===== config.mk =====
export PLATFORM = sky130hd
export DESIGN_NAME = uart_format_modem_control
export DESIGN_NICKNAME = d
export VERILOG_FILES = /design/src/include/uart_fmt_pkg.sv /design/src/uart_format_modem_control.sv
export VERILOG_INCLUDE_DIRS = /design/src /design/src/include
export SDC_FILE = /design/constraint.sdc
export NUM_CORES = 1
export LEC_CHECK = 0
export ABC_CLOCK_PERIOD_IN_PS = 4200
export BUFFER_PORTS_ARGS = -buffer_cell sky130_fd_sc_hd__buf_2
export CAP_MARGIN = 20
export CORE_ASPECT_RATIO = 1.1
export CORE_MARGIN = 2
export CORE_UTILIZATION = 47
export CTS_CLUSTER_DIAMETER = 30
export DETAILED_ROUTE_END_ITERATION = 12
export MAX_ROUTING_LAYER = met4
export PLACE_DENSITY = 0.68
export SLEW_MARGIN = 20
export SYNTH_ARGS = -nofsm -noshare
export SYNTH_HDL_FRONTEND = slang
export SYNTH_SLANG_ARGS = --single-unit
export TNS_END_PERCENT = 100

===== constraint.sdc =====
create_clock -name mclk_i -period 4.2 [get_ports mclk_i]
set_input_delay 0 -clock mclk_i [delete_from_list [all_inputs] [get_ports mclk_i]]
set_output_delay 0 -clock mclk_i [all_outputs]
set_load 0.01 [all_outputs]

===== src/include/uart_fmt_map.svh =====
// register map, field positions and timing counts of the uart format block
// assumes byte addresses on an 8-bit slice of the axi4-lite address
`ifndef UART_FMT_MAP_SVH
`define UART_FMT_MAP_SVH

// ----------------------------------------------------------------------
// register byte offsets
// ----------------------------------------------------------------------
`define LINE_CONTROL_OFF 8'h00
`define MODEM_CONTROL_OFF 8'h04
`define INT_ENABLE_OFF 8'h08
`define INT_STATUS_OFF 8'h0C
`define TX_DATA_OFF 8'h10
`define RX_DATA_OFF 8'h14
`define BAUD_DIV_OFF 8'h18

// ----------------------------------------------------------------------
// field positions
// ----------------------------------------------------------------------
`define LC_STOP 2
`define MC_CLK_SEL 7
`define MC_IR_EN 6
`define MC_INT_TYPE 5
`define MC_LOOP 4
`define MC_AUX_TWO 3
`define MC_AUX_ONE 2
`define MC_RTS 1
`define MC_DTR 0
`define ST_RX_READY 0
`define ST_TX_DONE 1
`define ST_MODEM 2

// ----------------------------------------------------------------------
// reset values and counts
// ----------------------------------------------------------------------
`define LC_RESET 8'h00
`define MC_RESET 8'h00
`define DIV_RESET 16'h0001
`define PRE_LAST 4'hF
`define QUAD_LAST 2'h3
`define BIT_LAST 6'h0F
`define BIT_MID 6'h07
`define IR_PULSE_TICKS 4'h3
`define IR_HOLD_TICKS 5'h10
`define STOP_ONE 6'h10
`define STOP_ONE_HALF 6'h18
`define STOP_TWO 6'h20
`define RESP_OKAY 2'h0
`define RESP_SLVERR 2'h2

`endif


===== src/include/uart_fmt_pkg.sv =====
// types shared by the uart format and modem control block
// assumes the map header supplies all numeric constants
package uart_fmt_pkg;

  typedef enum logic [1:0] {
    TX_IDLE = 2'b00,
    TX_START = 2'b01,
    TX_DATA = 2'b10,
    TX_STOP = 2'b11
  } tx_state_e;

  typedef enum logic [1:0] {
    RX_IDLE = 2'b00,
    RX_START = 2'b01,
    RX_DATA = 2'b10,
    RX_STOP = 2'b11
  } rx_state_e;

  // modem status lines, active high inside the block
  typedef struct packed {
    logic cts;
    logic dsr;
    logic ri;
    logic dcd;
  } modem_s;

endpackage


===== src/uart_format_modem_control.sv =====
// uart character format, baud prescale, infrared path, interrupt drive
// and loop-back, with an axi4-lite register slave.
// assumes all pins synchronous to mclk_i; modem pins are active low.
//
// Functional notes
// - stop select: one, or 1.5/2 stop bits
// - word-length field selects 5 to 8 bits
// - clock select 0: divide by 16 only
// - clock select 1: further divide by four
// - infrared off: plain serial pins used
// - infrared idle transmit output held low
// - type 0: interrupt driven active or inactive while aux two set, else released
// - type 1: open-source interrupt for wired-or
// - loop-back disconnects tx and modem inputs
// - loop-back ties data and control internally
// - loop-back keeps rx and tx interrupts
// - loop-back modem status from control bits
// - interrupt enable gates sources in loop-back
// - reset clears clock, infrared, type, loop
// - aux one to ring, aux two to carrier
`timescale 1ns/1ps
`include "uart_fmt_map.svh"

module uart_format_modem_control (
  input wire logic mclk_i,
  input wire logic rst_n_i,
  input wire logic [7:0] s_axi_awaddr_i,
  input wire logic [2:0] s_axi_awprot_i,
  input wire logic s_axi_awvalid_i,
  output logic s_axi_awready_o,
  input wire logic [31:0] s_axi_wdata_i,
  input wire logic [3:0] s_axi_wstrb_i,
  input wire logic s_axi_wvalid_i,
  output logic s_axi_wready_o,
  output logic [1:0] s_axi_bresp_o,
  output logic s_axi_bvalid_o,
  input wire logic s_axi_bready_i,
  input wire logic [7:0] s_axi_araddr_i,
  input wire logic [2:0] s_axi_arprot_i,
  input wire logic s_axi_arvalid_i,
  output logic s_axi_arready_o,
  output logic [31:0] s_axi_rdata_o,
  output logic [1:0] s_axi_rresp_o,
  output logic s_axi_rvalid_o,
  input wire logic s_axi_rready_i,
  output logic tx_o,
  input wire logic rx_i,
  input wire logic cts_n_i,
  input wire logic dsr_n_i,
  input wire logic ri_n_i,
  input wire logic dcd_n_i,
  output logic rts_n_o,
  output logic dtr_n_o,
  output logic irq_o,
  output logic irq_oe_o
);

  // ----------------------------------------------------------------------
  // functions
  // ----------------------------------------------------------------------
  function automatic logic [3:0] word_bits(input logic [1:0] wl);
    word_bits = 4'h5 + {2'h0, wl};
  endfunction

  function automatic logic [5:0] stop_ticks(input logic sel,
                                            input logic [1:0] wl);
    if (!sel) begin
      stop_ticks = `STOP_ONE;
    end else if (wl == 2'h0) begin
      stop_ticks = `STOP_ONE_HALF;
    end else begin
      stop_ticks = `STOP_TWO;
    end
  endfunction

  function automatic logic is_addr(input logic [7:0] a,
                                   input logic [7:0] off);
    is_addr = (a == off);
  endfunction

  // ----------------------------------------------------------------------
  // declarations
  // ----------------------------------------------------------------------
  logic awready_r, wready_r, bvalid_r, arready_r, rvalid_r;
  logic [1:0] bresp_r, rresp_r;
  logic [31:0] rdata_r, rdata_nxt;
  logic [7:0] waddr_r;
  logic [31:0] wdata_r;
  logic [3:0] wstrb_r;
  logic wr_fire, wr_hit;
  logic [7:0] line_control_r, modem_control_r, rx_data_r;
  logic [2:0] int_enable_r, status_r, status_set, status_clr;
  logic [15:0] baud_div_r, div_eff;
  logic [3:0] pre_cnt_r;
  logic [1:0] quad_cnt_r;
  logic [15:0] brg_cnt_r;
  logic pre_tick, baud_tick;
  uart_fmt_pkg::tx_state_e tx_state_r;
  uart_fmt_pkg::rx_state_e rx_state_r;
  logic [5:0] tx_cnt_r, tx_stop_lim_r;
  logic [2:0] tx_idx_r;
  logic [3:0] tx_nbits_r;
  logic [7:0] tx_shift_r;
  logic tx_go, tx_line, ir_pulse, tx_done;
  logic [5:0] rx_cnt_r;
  logic [2:0] rx_idx_r;
  logic [3:0] rx_nbits_r;
  logic [7:0] rx_shift_r;
  logic [4:0] ir_hold_r;
  logic ir_dec, rx_src, rx_done;
  uart_fmt_pkg::modem_s modem_now, modem_prev_r;
  logic loop_on, ir_on, pending;

  assign loop_on = modem_control_r[`MC_LOOP];
  assign ir_on = modem_control_r[`MC_IR_EN];

  // ----------------------------------------------------------------------
  // axi4-lite write channel: address and data taken in either order
  // ----------------------------------------------------------------------
  assign wr_fire = !awready_r && !wready_r && !bvalid_r;

  always_ff @(posedge mclk_i) begin
    if (!rst_n_i) begin
      awready_r <= 1'b1;
      wready_r <= 1'b1;
      bvalid_r <= 1'b0;
      bresp_r <= `RESP_OKAY;
      waddr_r <= 8'h00;
      wdata_r <= 32'h0000_0000;
      wstrb_r <= 4'h0;
    end else begin
      if (awready_r && s_axi_awvalid_i) begin
        awready_r <= 1'b0;
        waddr_r <= s_axi_awaddr_i;
      end
      if (wready_r && s_axi_wvalid_i) begin
        wready_r <= 1'b0;
        wdata_r <= s_axi_wdata_i;
        wstrb_r <= s_axi_wstrb_i;
      end
      if (wr_fire) begin
        bvalid_r <= 1'b1;
        bresp_r <= wr_hit ? `RESP_OKAY : `RESP_SLVERR;
      end
      if (bvalid_r && s_axi_bready_i) begin
        bvalid_r <= 1'b0;
        awready_r <= 1'b1;
        wready_r <= 1'b1;
      end
    end
  end

  assign wr_hit = is_addr(waddr_r, `LINE_CONTROL_OFF) ||
                  is_addr(waddr_r, `MODEM_CONTROL_OFF) ||
                  is_addr(waddr_r, `INT_ENABLE_OFF) ||
                  is_addr(waddr_r, `INT_STATUS_OFF) ||
                  is_addr(waddr_r, `TX_DATA_OFF) ||
                  is_addr(waddr_r, `RX_DATA_OFF) ||
                  is_addr(waddr_r, `BAUD_DIV_OFF);

  // ----------------------------------------------------------------------
  // axi4-lite read channel
  // ----------------------------------------------------------------------
  always_comb begin
    rdata_nxt = 32'h0000_0000;
    unique case (s_axi_araddr_i)
      `LINE_CONTROL_OFF: rdata_nxt[7:0] = line_control_r;
      `MODEM_CONTROL_OFF: rdata_nxt[7:0] = modem_control_r;
      `INT_ENABLE_OFF: rdata_nxt[2:0] = int_enable_r;
      `INT_STATUS_OFF: rdata_nxt[7:0] = {modem_now, 1'b0, status_r};
      `RX_DATA_OFF: rdata_nxt[7:0] = rx_data_r;
      `BAUD_DIV_OFF: rdata_nxt[15:0] = baud_div_r;
      default: rdata_nxt = 32'h0000_0000;
    endcase
  end

  always_ff @(posedge mclk_i) begin
    if (!rst_n_i) begin
      arready_r <= 1'b1;
      rvalid_r <= 1'b0;
      rdata_r <= 32'h0000_0000;
      rresp_r <= `RESP_OKAY;
    end else if (arready_r && s_axi_arvalid_i) begin
      arready_r <= 1'b0;
      rvalid_r <= 1'b1;
      rdata_r <= rdata_nxt;
      rresp_r <= (is_addr(s_axi_araddr_i, `TX_DATA_OFF) ||
                  rdata_nxt != 32'h0000_0000 ||
                  is_addr(s_axi_araddr_i, `LINE_CONTROL_OFF) ||
                  is_addr(s_axi_araddr_i, `MODEM_CONTROL_OFF) ||
                  is_addr(s_axi_araddr_i, `INT_ENABLE_OFF) ||
                  is_addr(s_axi_araddr_i, `INT_STATUS_OFF) ||
                  is_addr(s_axi_araddr_i, `RX_DATA_OFF) ||
                  is_addr(s_axi_araddr_i, `BAUD_DIV_OFF)) ?
                 `RESP_OKAY : `RESP_SLVERR;
    end else if (rvalid_r && s_axi_rready_i) begin
      rvalid_r <= 1'b0;
      arready_r <= 1'b1;
    end
  end

  // ----------------------------------------------------------------------
  // configuration registers
  // ----------------------------------------------------------------------
  always_ff @(posedge mclk_i) begin
    if (!rst_n_i) begin
      line_control_r <= `LC_RESET;
      modem_control_r <= `MC_RESET;
      int_enable_r <= 3'h0;
      baud_div_r <= `DIV_RESET;
    end else if (wr_fire) begin
      if (is_addr(waddr_r, `LINE_CONTROL_OFF) && wstrb_r[0]) begin
        line_control_r <= wdata_r[7:0];
      end
      if (is_addr(waddr_r, `MODEM_CONTROL_OFF) && wstrb_r[0]) begin
        modem_control_r <= wdata_r[7:0];
      end
      if (is_addr(waddr_r, `INT_ENABLE_OFF) && wstrb_r[0]) begin
        int_enable_r <= wdata_r[2:0];
      end
      if (is_addr(waddr_r, `BAUD_DIV_OFF)) begin
        if (wstrb_r[0]) begin
          baud_div_r[7:0] <= wdata_r[7:0];
        end
        if (wstrb_r[1]) begin
          baud_div_r[15:8] <= wdata_r[15:8];
        end
      end
    end
  end

  // ----------------------------------------------------------------------
  // prescaler and baud generator
  // ----------------------------------------------------------------------
  // a zero divisor would wrap the compare to a divide by 65536, so it behaves as one
  assign div_eff = (baud_div_r == 16'h0000) ? 16'h0001 : baud_div_r;
  assign pre_tick = (pre_cnt_r == `PRE_LAST) &&
                    (!modem_control_r[`MC_CLK_SEL] ||
                     quad_cnt_r == `QUAD_LAST);
  assign baud_tick = pre_tick && (brg_cnt_r >= div_eff - 16'h0001);

  always_ff @(posedge mclk_i) begin
    if (!rst_n_i) begin
      pre_cnt_r <= 4'h0;
      quad_cnt_r <= 2'h0;
      brg_cnt_r <= 16'h0000;
    end else begin
      pre_cnt_r <= pre_cnt_r + 4'h1;
      if (pre_cnt_r == `PRE_LAST) begin
        quad_cnt_r <= quad_cnt_r + 2'h1;
      end
      if (pre_tick) begin
        brg_cnt_r <= baud_tick ? 16'h0000 : brg_cnt_r + 16'h0001;
      end
    end
  end

  // ----------------------------------------------------------------------
  // transmitter; format latched at start so a mid-frame write is harmless
  // ----------------------------------------------------------------------
  assign tx_go = wr_fire && is_addr(waddr_r, `TX_DATA_OFF) && wstrb_r[0] &&
                 (tx_state_r == uart_fmt_pkg::TX_IDLE);
  assign tx_line = (tx_state_r == uart_fmt_pkg::TX_START) ? 1'b0 :
                   (tx_state_r == uart_fmt_pkg::TX_DATA) ? tx_shift_r[0] :
                   1'b1;
  assign tx_done = baud_tick && (tx_state_r == uart_fmt_pkg::TX_STOP) &&
                   (tx_cnt_r == tx_stop_lim_r - 6'h01);

  always_ff @(posedge mclk_i) begin
    if (!rst_n_i) begin
      tx_state_r <= uart_fmt_pkg::TX_IDLE;
      tx_cnt_r <= 6'h00;
      tx_idx_r <= 3'h0;
      tx_shift_r <= 8'h00;
      tx_nbits_r <= 4'h5;
      tx_stop_lim_r <= `STOP_ONE;
    end else begin
      unique case (tx_state_r)
        uart_fmt_pkg::TX_IDLE: begin
          if (tx_go) begin
            tx_state_r <= uart_fmt_pkg::TX_START;
            tx_shift_r <= wdata_r[7:0];
            tx_nbits_r <= word_bits(line_control_r[1:0]);
            tx_stop_lim_r <= stop_ticks(line_control_r[`LC_STOP],
                                        line_control_r[1:0]);
            tx_cnt_r <= 6'h00;
            tx_idx_r <= 3'h0;
          end
        end
        uart_fmt_pkg::TX_START: begin
          if (baud_tick) begin
            tx_cnt_r <= (tx_cnt_r == `BIT_LAST) ? 6'h00 : tx_cnt_r + 6'h01;
            if (tx_cnt_r == `BIT_LAST) begin
              tx_state_r <= uart_fmt_pkg::TX_DATA;
            end
          end
        end
        uart_fmt_pkg::TX_DATA: begin
          if (baud_tick) begin
            tx_cnt_r <= (tx_cnt_r == `BIT_LAST) ? 6'h00 : tx_cnt_r + 6'h01;
            if (tx_cnt_r == `BIT_LAST) begin
              tx_shift_r <= {1'b1, tx_shift_r[7:1]};
              tx_idx_r <= tx_idx_r + 3'h1;
              if ({1'b0, tx_idx_r} == tx_nbits_r - 4'h1) begin
                tx_state_r <= uart_fmt_pkg::TX_STOP;
              end
            end
          end
        end
        uart_fmt_pkg::TX_STOP: begin
          if (baud_tick) begin
            tx_cnt_r <= tx_cnt_r + 6'h01;
            if (tx_done) begin
              tx_state_r <= uart_fmt_pkg::TX_IDLE;
              tx_cnt_r <= 6'h00;
            end
          end
        end
      endcase
    end
  end

  // encoder pulses high for the first 3/16 of each zero bit; idle is low
  assign ir_pulse = !tx_line && (tx_cnt_r[3:0] < `IR_PULSE_TICKS);

  always_ff @(posedge mclk_i) begin
    if (!rst_n_i) begin
      tx_o <= 1'b1;
    end else if (loop_on) begin
      tx_o <= !ir_on;
    end else begin
      tx_o <= ir_on ? ir_pulse : tx_line;
    end
  end

  // ----------------------------------------------------------------------
  // receiver source selection and infrared decoder
  // ----------------------------------------------------------------------
  always_ff @(posedge mclk_i) begin
    if (!rst_n_i) begin
      ir_hold_r <= 5'h00;
    end else if (rx_i && ir_on) begin
      // loading outside infrared mode would fake a start bit on entry
      ir_hold_r <= `IR_HOLD_TICKS;
    end else if (baud_tick && ir_hold_r != 5'h00) begin
      ir_hold_r <= ir_hold_r - 5'h01;
    end
  end

  assign ir_dec = (ir_hold_r == 5'h00);
  assign rx_src = loop_on ? tx_line : (ir_on ? ir_dec : rx_i);

  // ----------------------------------------------------------------------
  // receiver
  // ----------------------------------------------------------------------
  assign rx_done = baud_tick && (rx_state_r == uart_fmt_pkg::RX_STOP) &&
                   (rx_cnt_r == `BIT_LAST);

  always_ff @(posedge mclk_i) begin
    if (!rst_n_i) begin
      rx_state_r <= uart_fmt_pkg::RX_IDLE;
      rx_cnt_r <= 6'h00;
      rx_idx_r <= 3'h0;
      rx_shift_r <= 8'h00;
      rx_nbits_r <= 4'h5;
      rx_data_r <= 8'h00;
    end else begin
      unique case (rx_state_r)
        uart_fmt_pkg::RX_IDLE: begin
          if (!rx_src) begin
            rx_state_r <= uart_fmt_pkg::RX_START;
            rx_cnt_r <= 6'h00;
            rx_idx_r <= 3'h0;
            rx_nbits_r <= word_bits(line_control_r[1:0]);
          end
        end
        uart_fmt_pkg::RX_START: begin
          if (baud_tick) begin
            rx_cnt_r <= rx_cnt_r + 6'h01;
            if (rx_cnt_r == `BIT_MID) begin
              // a start bit gone high by mid-bit was noise
              rx_state_r <= rx_src ? uart_fmt_pkg::RX_IDLE :
                                     uart_fmt_pkg::RX_DATA;
              rx_cnt_r <= 6'h00;
            end
          end
        end
        uart_fmt_pkg::RX_DATA: begin
          if (baud_tick) begin
            rx_cnt_r <= (rx_cnt_r == `BIT_LAST) ? 6'h00 : rx_cnt_r + 6'h01;
            if (rx_cnt_r == `BIT_LAST) begin
              rx_shift_r <= {rx_src, rx_shift_r[7:1]};
              rx_idx_r <= rx_idx_r + 3'h1;
              if ({1'b0, rx_idx_r} == rx_nbits_r - 4'h1) begin
                rx_state_r <= uart_fmt_pkg::RX_STOP;
              end
            end
          end
        end
        uart_fmt_pkg::RX_STOP: begin
          if (baud_tick) begin
            rx_cnt_r <= rx_cnt_r + 6'h01;
            if (rx_done) begin
              rx_state_r <= uart_fmt_pkg::RX_IDLE;
              rx_data_r <= rx_shift_r >> (4'h8 - rx_nbits_r);
              rx_cnt_r <= 6'h00;
            end
          end
        end
      endcase
    end
  end

  // ----------------------------------------------------------------------
  // modem lines, loop-back routing and modem outputs
  // ----------------------------------------------------------------------
  always_comb begin
    if (loop_on) begin
      modem_now.cts = modem_control_r[`MC_RTS];
      modem_now.dsr = modem_control_r[`MC_DTR];
      modem_now.ri = modem_control_r[`MC_AUX_ONE];
      modem_now.dcd = modem_control_r[`MC_AUX_TWO];
    end else begin
      modem_now.cts = !cts_n_i;
      modem_now.dsr = !dsr_n_i;
      modem_now.ri = !ri_n_i;
      modem_now.dcd = !dcd_n_i;
    end
  end

  always_ff @(posedge mclk_i) begin
    if (!rst_n_i) begin
      modem_prev_r <= '0;
      rts_n_o <= 1'b1;
      dtr_n_o <= 1'b1;
    end else begin
      modem_prev_r <= modem_now;
      // loop-back keeps the far end from seeing diagnostic handshakes
      rts_n_o <= loop_on || !modem_control_r[`MC_RTS];
      dtr_n_o <= loop_on || !modem_control_r[`MC_DTR];
    end
  end

  // ----------------------------------------------------------------------
  // interrupt status, mask and output drive
  // ----------------------------------------------------------------------
  assign status_set = {modem_now != modem_prev_r, tx_done, rx_done};
  assign status_clr = (wr_fire && is_addr(waddr_r, `INT_STATUS_OFF) &&
                       wstrb_r[0]) ? wdata_r[2:0] : 3'h0;
  assign pending = |(status_r & int_enable_r);

  always_ff @(posedge mclk_i) begin
    if (!rst_n_i) begin
      status_r <= 3'h0;
    end else begin
      // a new event in the clearing cycle survives the clear
      status_r <= (status_r & ~status_clr) | status_set;
    end
  end

  always_ff @(posedge mclk_i) begin
    if (!rst_n_i) begin
      irq_o <= 1'b0;
      irq_oe_o <= 1'b0;
    end else if (modem_control_r[`MC_INT_TYPE]) begin
      irq_o <= 1'b1;
      irq_oe_o <= pending;
    end else begin
      irq_o <= pending;
      irq_oe_o <= modem_control_r[`MC_AUX_TWO];
    end
  end

  assign s_axi_awready_o = awready_r;
  assign s_axi_wready_o = wready_r;
  assign s_axi_bvalid_o = bvalid_r;
  assign s_axi_bresp_o = bresp_r;
  assign s_axi_arready_o = arready_r;
  assign s_axi_rvalid_o = rvalid_r;
  assign s_axi_rdata_o = rdata_r;
  assign s_axi_rresp_o = rresp_r;

  // ----------------------------------------------------------------------
  // assertions
  // ----------------------------------------------------------------------
  stop_length_a: assert property (@(posedge mclk_i)
    disable iff (!rst_n_i)
    tx_go |=> tx_stop_lim_r == (!$past(line_control_r[`LC_STOP]) ?
      `STOP_ONE : ($past(line_control_r[1:0]) == 2'h0) ?
      `STOP_ONE_HALF : `STOP_TWO))
    else $error("stop length wrong for format");
  word_bits_a: assert property (@(posedge mclk_i)
    disable iff (!rst_n_i)
    (tx_state_r == uart_fmt_pkg::TX_DATA) |-> {1'b0, tx_idx_r} < tx_nbits_r)
    else $error("transmit ran past word length");
  prescale_div16_a: assert property (@(posedge mclk_i)
    disable iff (!rst_n_i)
    (pre_tick && !modem_control_r[`MC_CLK_SEL]) |->
      ##16 (pre_tick || modem_control_r[`MC_CLK_SEL]))
    else $error("undivided prescale tick missing");
  prescale_div64_a: assert property (@(posedge mclk_i)
    disable iff (!rst_n_i)
    (pre_tick && modem_control_r[`MC_CLK_SEL]) |->
      ##16 (!pre_tick || !modem_control_r[`MC_CLK_SEL])
      ##48 (pre_tick || !modem_control_r[`MC_CLK_SEL]))
    else $error("divided prescale tick spacing wrong");
  ir_idle_low_a: assert property (@(posedge mclk_i)
    disable iff (!rst_n_i)
    (ir_on && !loop_on && tx_state_r == uart_fmt_pkg::TX_IDLE) |=> !tx_o)
    else $error("infrared idle not low");
  loop_tx_idle_a: assert property (@(posedge mclk_i)
    disable iff (!rst_n_i)
    (loop_on && !ir_on) [*2] |-> tx_o)
    else $error("loop-back leaked onto tx pin");
  loop_route_a: assert property (@(posedge mclk_i)
    disable iff (!rst_n_i)
    loop_on |-> rx_src == tx_line &&
      modem_now.ri == modem_control_r[`MC_AUX_ONE] &&
      modem_now.dcd == modem_control_r[`MC_AUX_TWO])
    else $error("loop-back routing wrong");
  irq_open_src_a: assert property (@(posedge mclk_i)
    disable iff (!rst_n_i)
    (modem_control_r[`MC_INT_TYPE] && !pending) |=> !irq_oe_o)
    else $error("open-source irq driven while idle");
  irq_active_a: assert property (@(posedge mclk_i)
    disable iff (!rst_n_i)
    (!modem_control_r[`MC_INT_TYPE] && pending &&
     modem_control_r[`MC_AUX_TWO]) |=> irq_o && irq_oe_o)
    else $error("active irq not asserted");
  reset_clear_a: assert property (@(posedge mclk_i)
    disable iff (1'b0)
    !rst_n_i |=> modem_control_r[7:4] == 4'h0)
    else $error("control bits not cleared by reset");

endmodule

==> impl_metrics.ini <==
[layout]
nets = 1281
design_area_mm2 = 0.0106
areaGrowthSynthToFinish_pct = 20.2
drive_gt1_share_pct = 15.2

[global_route]
grt_pass1_vias = 7078
grt_pass1_wl_um = 35000
grt_max_degree = 57
grt_overflow = 0
grt_usage_pct = 22.6
grt_antenna_before_repair = 1

[synth]
muxShareOfSynthArea_pct = 7.90
synth_top_family_by_area = simple AND/OR/NAND/NOR gates
synth_simple_gate_area_share_pct = 21.3
yosysWarnings = 0
synth_compound_area_share_pct = 14.7
async_flop_share_pct = 0
avgSynthCellArea_um2 = 8.44
synthXorXnorAreaFrac_pct = 5.11
ys.flop_type = dfxtp_1
synth_edf_count = 0
synthCells = 1049
synth_cell_types = 66
syn_area_mm2 = 0.00886
synth_fa_ha_area_share_pct = 5.09
ys_seq_elements = 180
yosysSeqAreaShare_pct = 40.7

[critical_path]
regToRegSetupSlack_ns = 0.27
endpoint_kind = flip-flop
reg2reg_from = baud_div_r[0]
critical_path_class = reg -> reg
crit_fanout = 7
arrival_ns = 4.24
cpMaxStageDelayCell = or4_4
path_cells = or4_4 -> or4_1 -> nor3_2 -> nand3b_1 -> xor2_1 -> ha_1 -> nand4_1 -> nor4_2 -> a22oi_2 -> buf_4 -> a2111oi_4 -> o21ai_2 -> buf_4 -> mux2i_1 -> nor2_1
r2r-end = tx_idx_r[1]
cp.required_ns = 4.51
cpMostUsedCell = buf_4
crit_path_start_kind = flip-flop
r2r_cells = 15
max_stage_delay_ns = 0.56

[drt]
wl_met2_um = 11100
ant_nets = 0
viasPerCell = 5.39
wl_per_cell_um = 15.3
firstDrtPassIters = 5
via_count = 7731
routed_wirelength_um = 21900
wl_met1_um = 9540
routed.top_layer = met4
first_iter_violations = 486
drc = 0
dr_wl_met3_um = 937

[min_path]
worstHoldStart = s_axi_araddr_i[2]
whs_path_depth = 4
min_delay_worst_endpoint = s_axi_rdata_o[3]
worstHoldPathType = in -> reg

[timing]
fin_tns_setup_ns = 0
fin_crit_sh_pct = 93.7
slew_violations = 0
layout_setup_ws_ns = 0.266
tightest_slew_ns = 0.903
hold_violations = 0
setup_viol = 0
finalClockSkew_ns = 0.0161
slew_headroom_pct = 39.6
fmax_mhz = 254
post-route-min-period_ns = 3.93

[floorplanning]
core-area_mm2 = 0.0184
die_w_um = 135
dieArea_mm2 = 0.0200
initial_utilization_pct = 48.1
die_h_um = 148
rows = 52
ios = 116

[status]
status = finished, final reports clean

[power]
power_density_mw_per_mm2 = 339
leakage_nw = 4.27
irDropWorstVdd_mv = 0.300

[clocking]
clkTransAtPathRegs_ns = 0.07
cts.sinks = 180
htreeDepth = 4
cts_buffers = 17
clock_latency_ns = 0.44
cts_tree = built
root_buffer = clkbuf_16
clk_path_buf_depth = 2

[run]
cap_violations = 0

[place]
dp_hpwl_um = 15100
placed_area_mm2 = 0.00950
port_buffers = 73
pre_cts_ws_ns = 0.111
gp_congestion = 0.863
==> worst max-delay path by stage <==
stage,from,to,slack (ns),cells after the start
floorplan,baud_div_r[8],tx_cnt_r[3],0.27,18
global placement,baud_div_r[8],rx_cnt_r[4],0.15,19
detailed placement,baud_div_r[0],ir_hold_r[2],0.11,14
CTS,baud_div_r[0],flip-flop,0.08,13
global route,baud_div_r[0],rx_data_r[4],-0.01,15
finish,baud_div_r[0],tx_idx_r[1],0.27,15
==> layer usage <==
layer | vias up | global-route usage (%)
met5 | - | -
met2 | 154 | 37.9
met4 | 0 | 6.79
li1 | 3861 | -
met3 | 33 | 3.88
met1 | 3683 | 27.7
==> cells in the final DEF (no fill, tap or decap), drive strengths merged, types with 17 or more instances in the layout <==
cell and instances:
xnor2 17, nand2 133, buf 110, dfxtp 180, xor2 32, ha 36
inv 39, conb 18, dlygate4sd3 46, o21ai 52, clkbuf 18, nor2 140
nor3 19, a21oi 91, mux2i 62, nand3 50
==> per-stage QoR <==
| step | total power [mW] | hold slack [ns] | cells | util (%) |
|---|---|---|---|---|
| after floorplan | 1.98 | 0.100 | 1066 | - |
| after detailed placement | 2.05 | 0.228 | 1346 | 51.6 |
| after CTS | 3.63 | 0.0184 | 1424 | 57.2 |
| after global routing | 3.73 | 0.0617 | 1432 | 57.8 |
| final | 3.61 | 0.0313 | 1433 | 57.8 |
| after global placement | 2.04 | 0.216 | 1346 | 51.6 |
==> critical path, delay by kind of cell, from the launching register on <==
| family | cells | cell delay [ns] |
|---|---|---|
| and+or+nand+nor | 7 | 1.89 |
| AOI/OAI and AO/OA | 3 | 0.61 |
| buffers and inverters | 2 | 0.38 |
| DFF | 1 | 0.31 |
| adders and majority gates | 1 | 0.31 |
| xor gates and xnor gates | 1 | 0.17 |
| muxes | 1 | 0.15 |
==> report_power, final <==
part | total (mW) | switching (mW) | internal, mW
clock network | 1.56 | 0.752 | 0.805
registers | 1.78 | 0.0373 | 1.74
logic | 0.272 | 0.160 | 0.112
total | 3.61 | 0.949 | 2.66
==> Yosys cell counts (19+ instances only) <==
master,number,area (um^2)
xor2_1,32,280
nor2_1,140,526
buf_4,19,143
dfxtp_1,180,3600
ha_1,36,450
clkbuf_1,38,143
a21oi_1,90,450
nand2_1,133,499
mux2i_1,62,621
inv_1,29,109
o21ai_0,48,240
nand3_1,50,250
==> flip-flops by register name (all words and copies together) (netlist names), 5 cells and up, named ones only <==
name and flops:
modem_control_r 8, waddr_r 8, tx_shift_r 8, wdata_r 16, rx_data_r 8, s_axi_rdata_o 16
rx_shift_r 8, brg_cnt_r 16, line_control_r 8, tx_cnt_r 6, baud_div_r 16, rx_cnt_r 6
ir_hold_r 5
==> timing repair <==
| action | CTS | global route |
|---|---|---|
| setup buffers | 0 | 5 |
| setup endpoints to repair | 0 | 49 |
| hold buffers | 46 | 0 |
| endpoints found under the hold margin | 41 | 0 |
| gates resized for setup | 0 | 12 |
==> cell type report <==
type / instances / area, um^2
repair buffers: 156 / 1130
inverters: 31 / 118
diodes: 2 / 5.00
fillers: 1638 / 7770
flip-flops and latches: 180 / 3600
clock inverters: 14 / 136
multi-input cells: 789 / 4910
clock buffers: 18 / 439
well taps: 243 / 304
==> logic make-up (layout without fill, tap and decap cells) <==
family,after synthesis,count (layout)
AO/OA/AOI/OAI,203,203
adder cells (fa/ha/maj),36,36
XOR/XNOR,50,50
other,1,20
buffers and inverters,97,219
AND/OR/NAND/NOR,413,413
flip-flops,180,180
multiplexers,69,69
(Power assumes the default switching activity.)
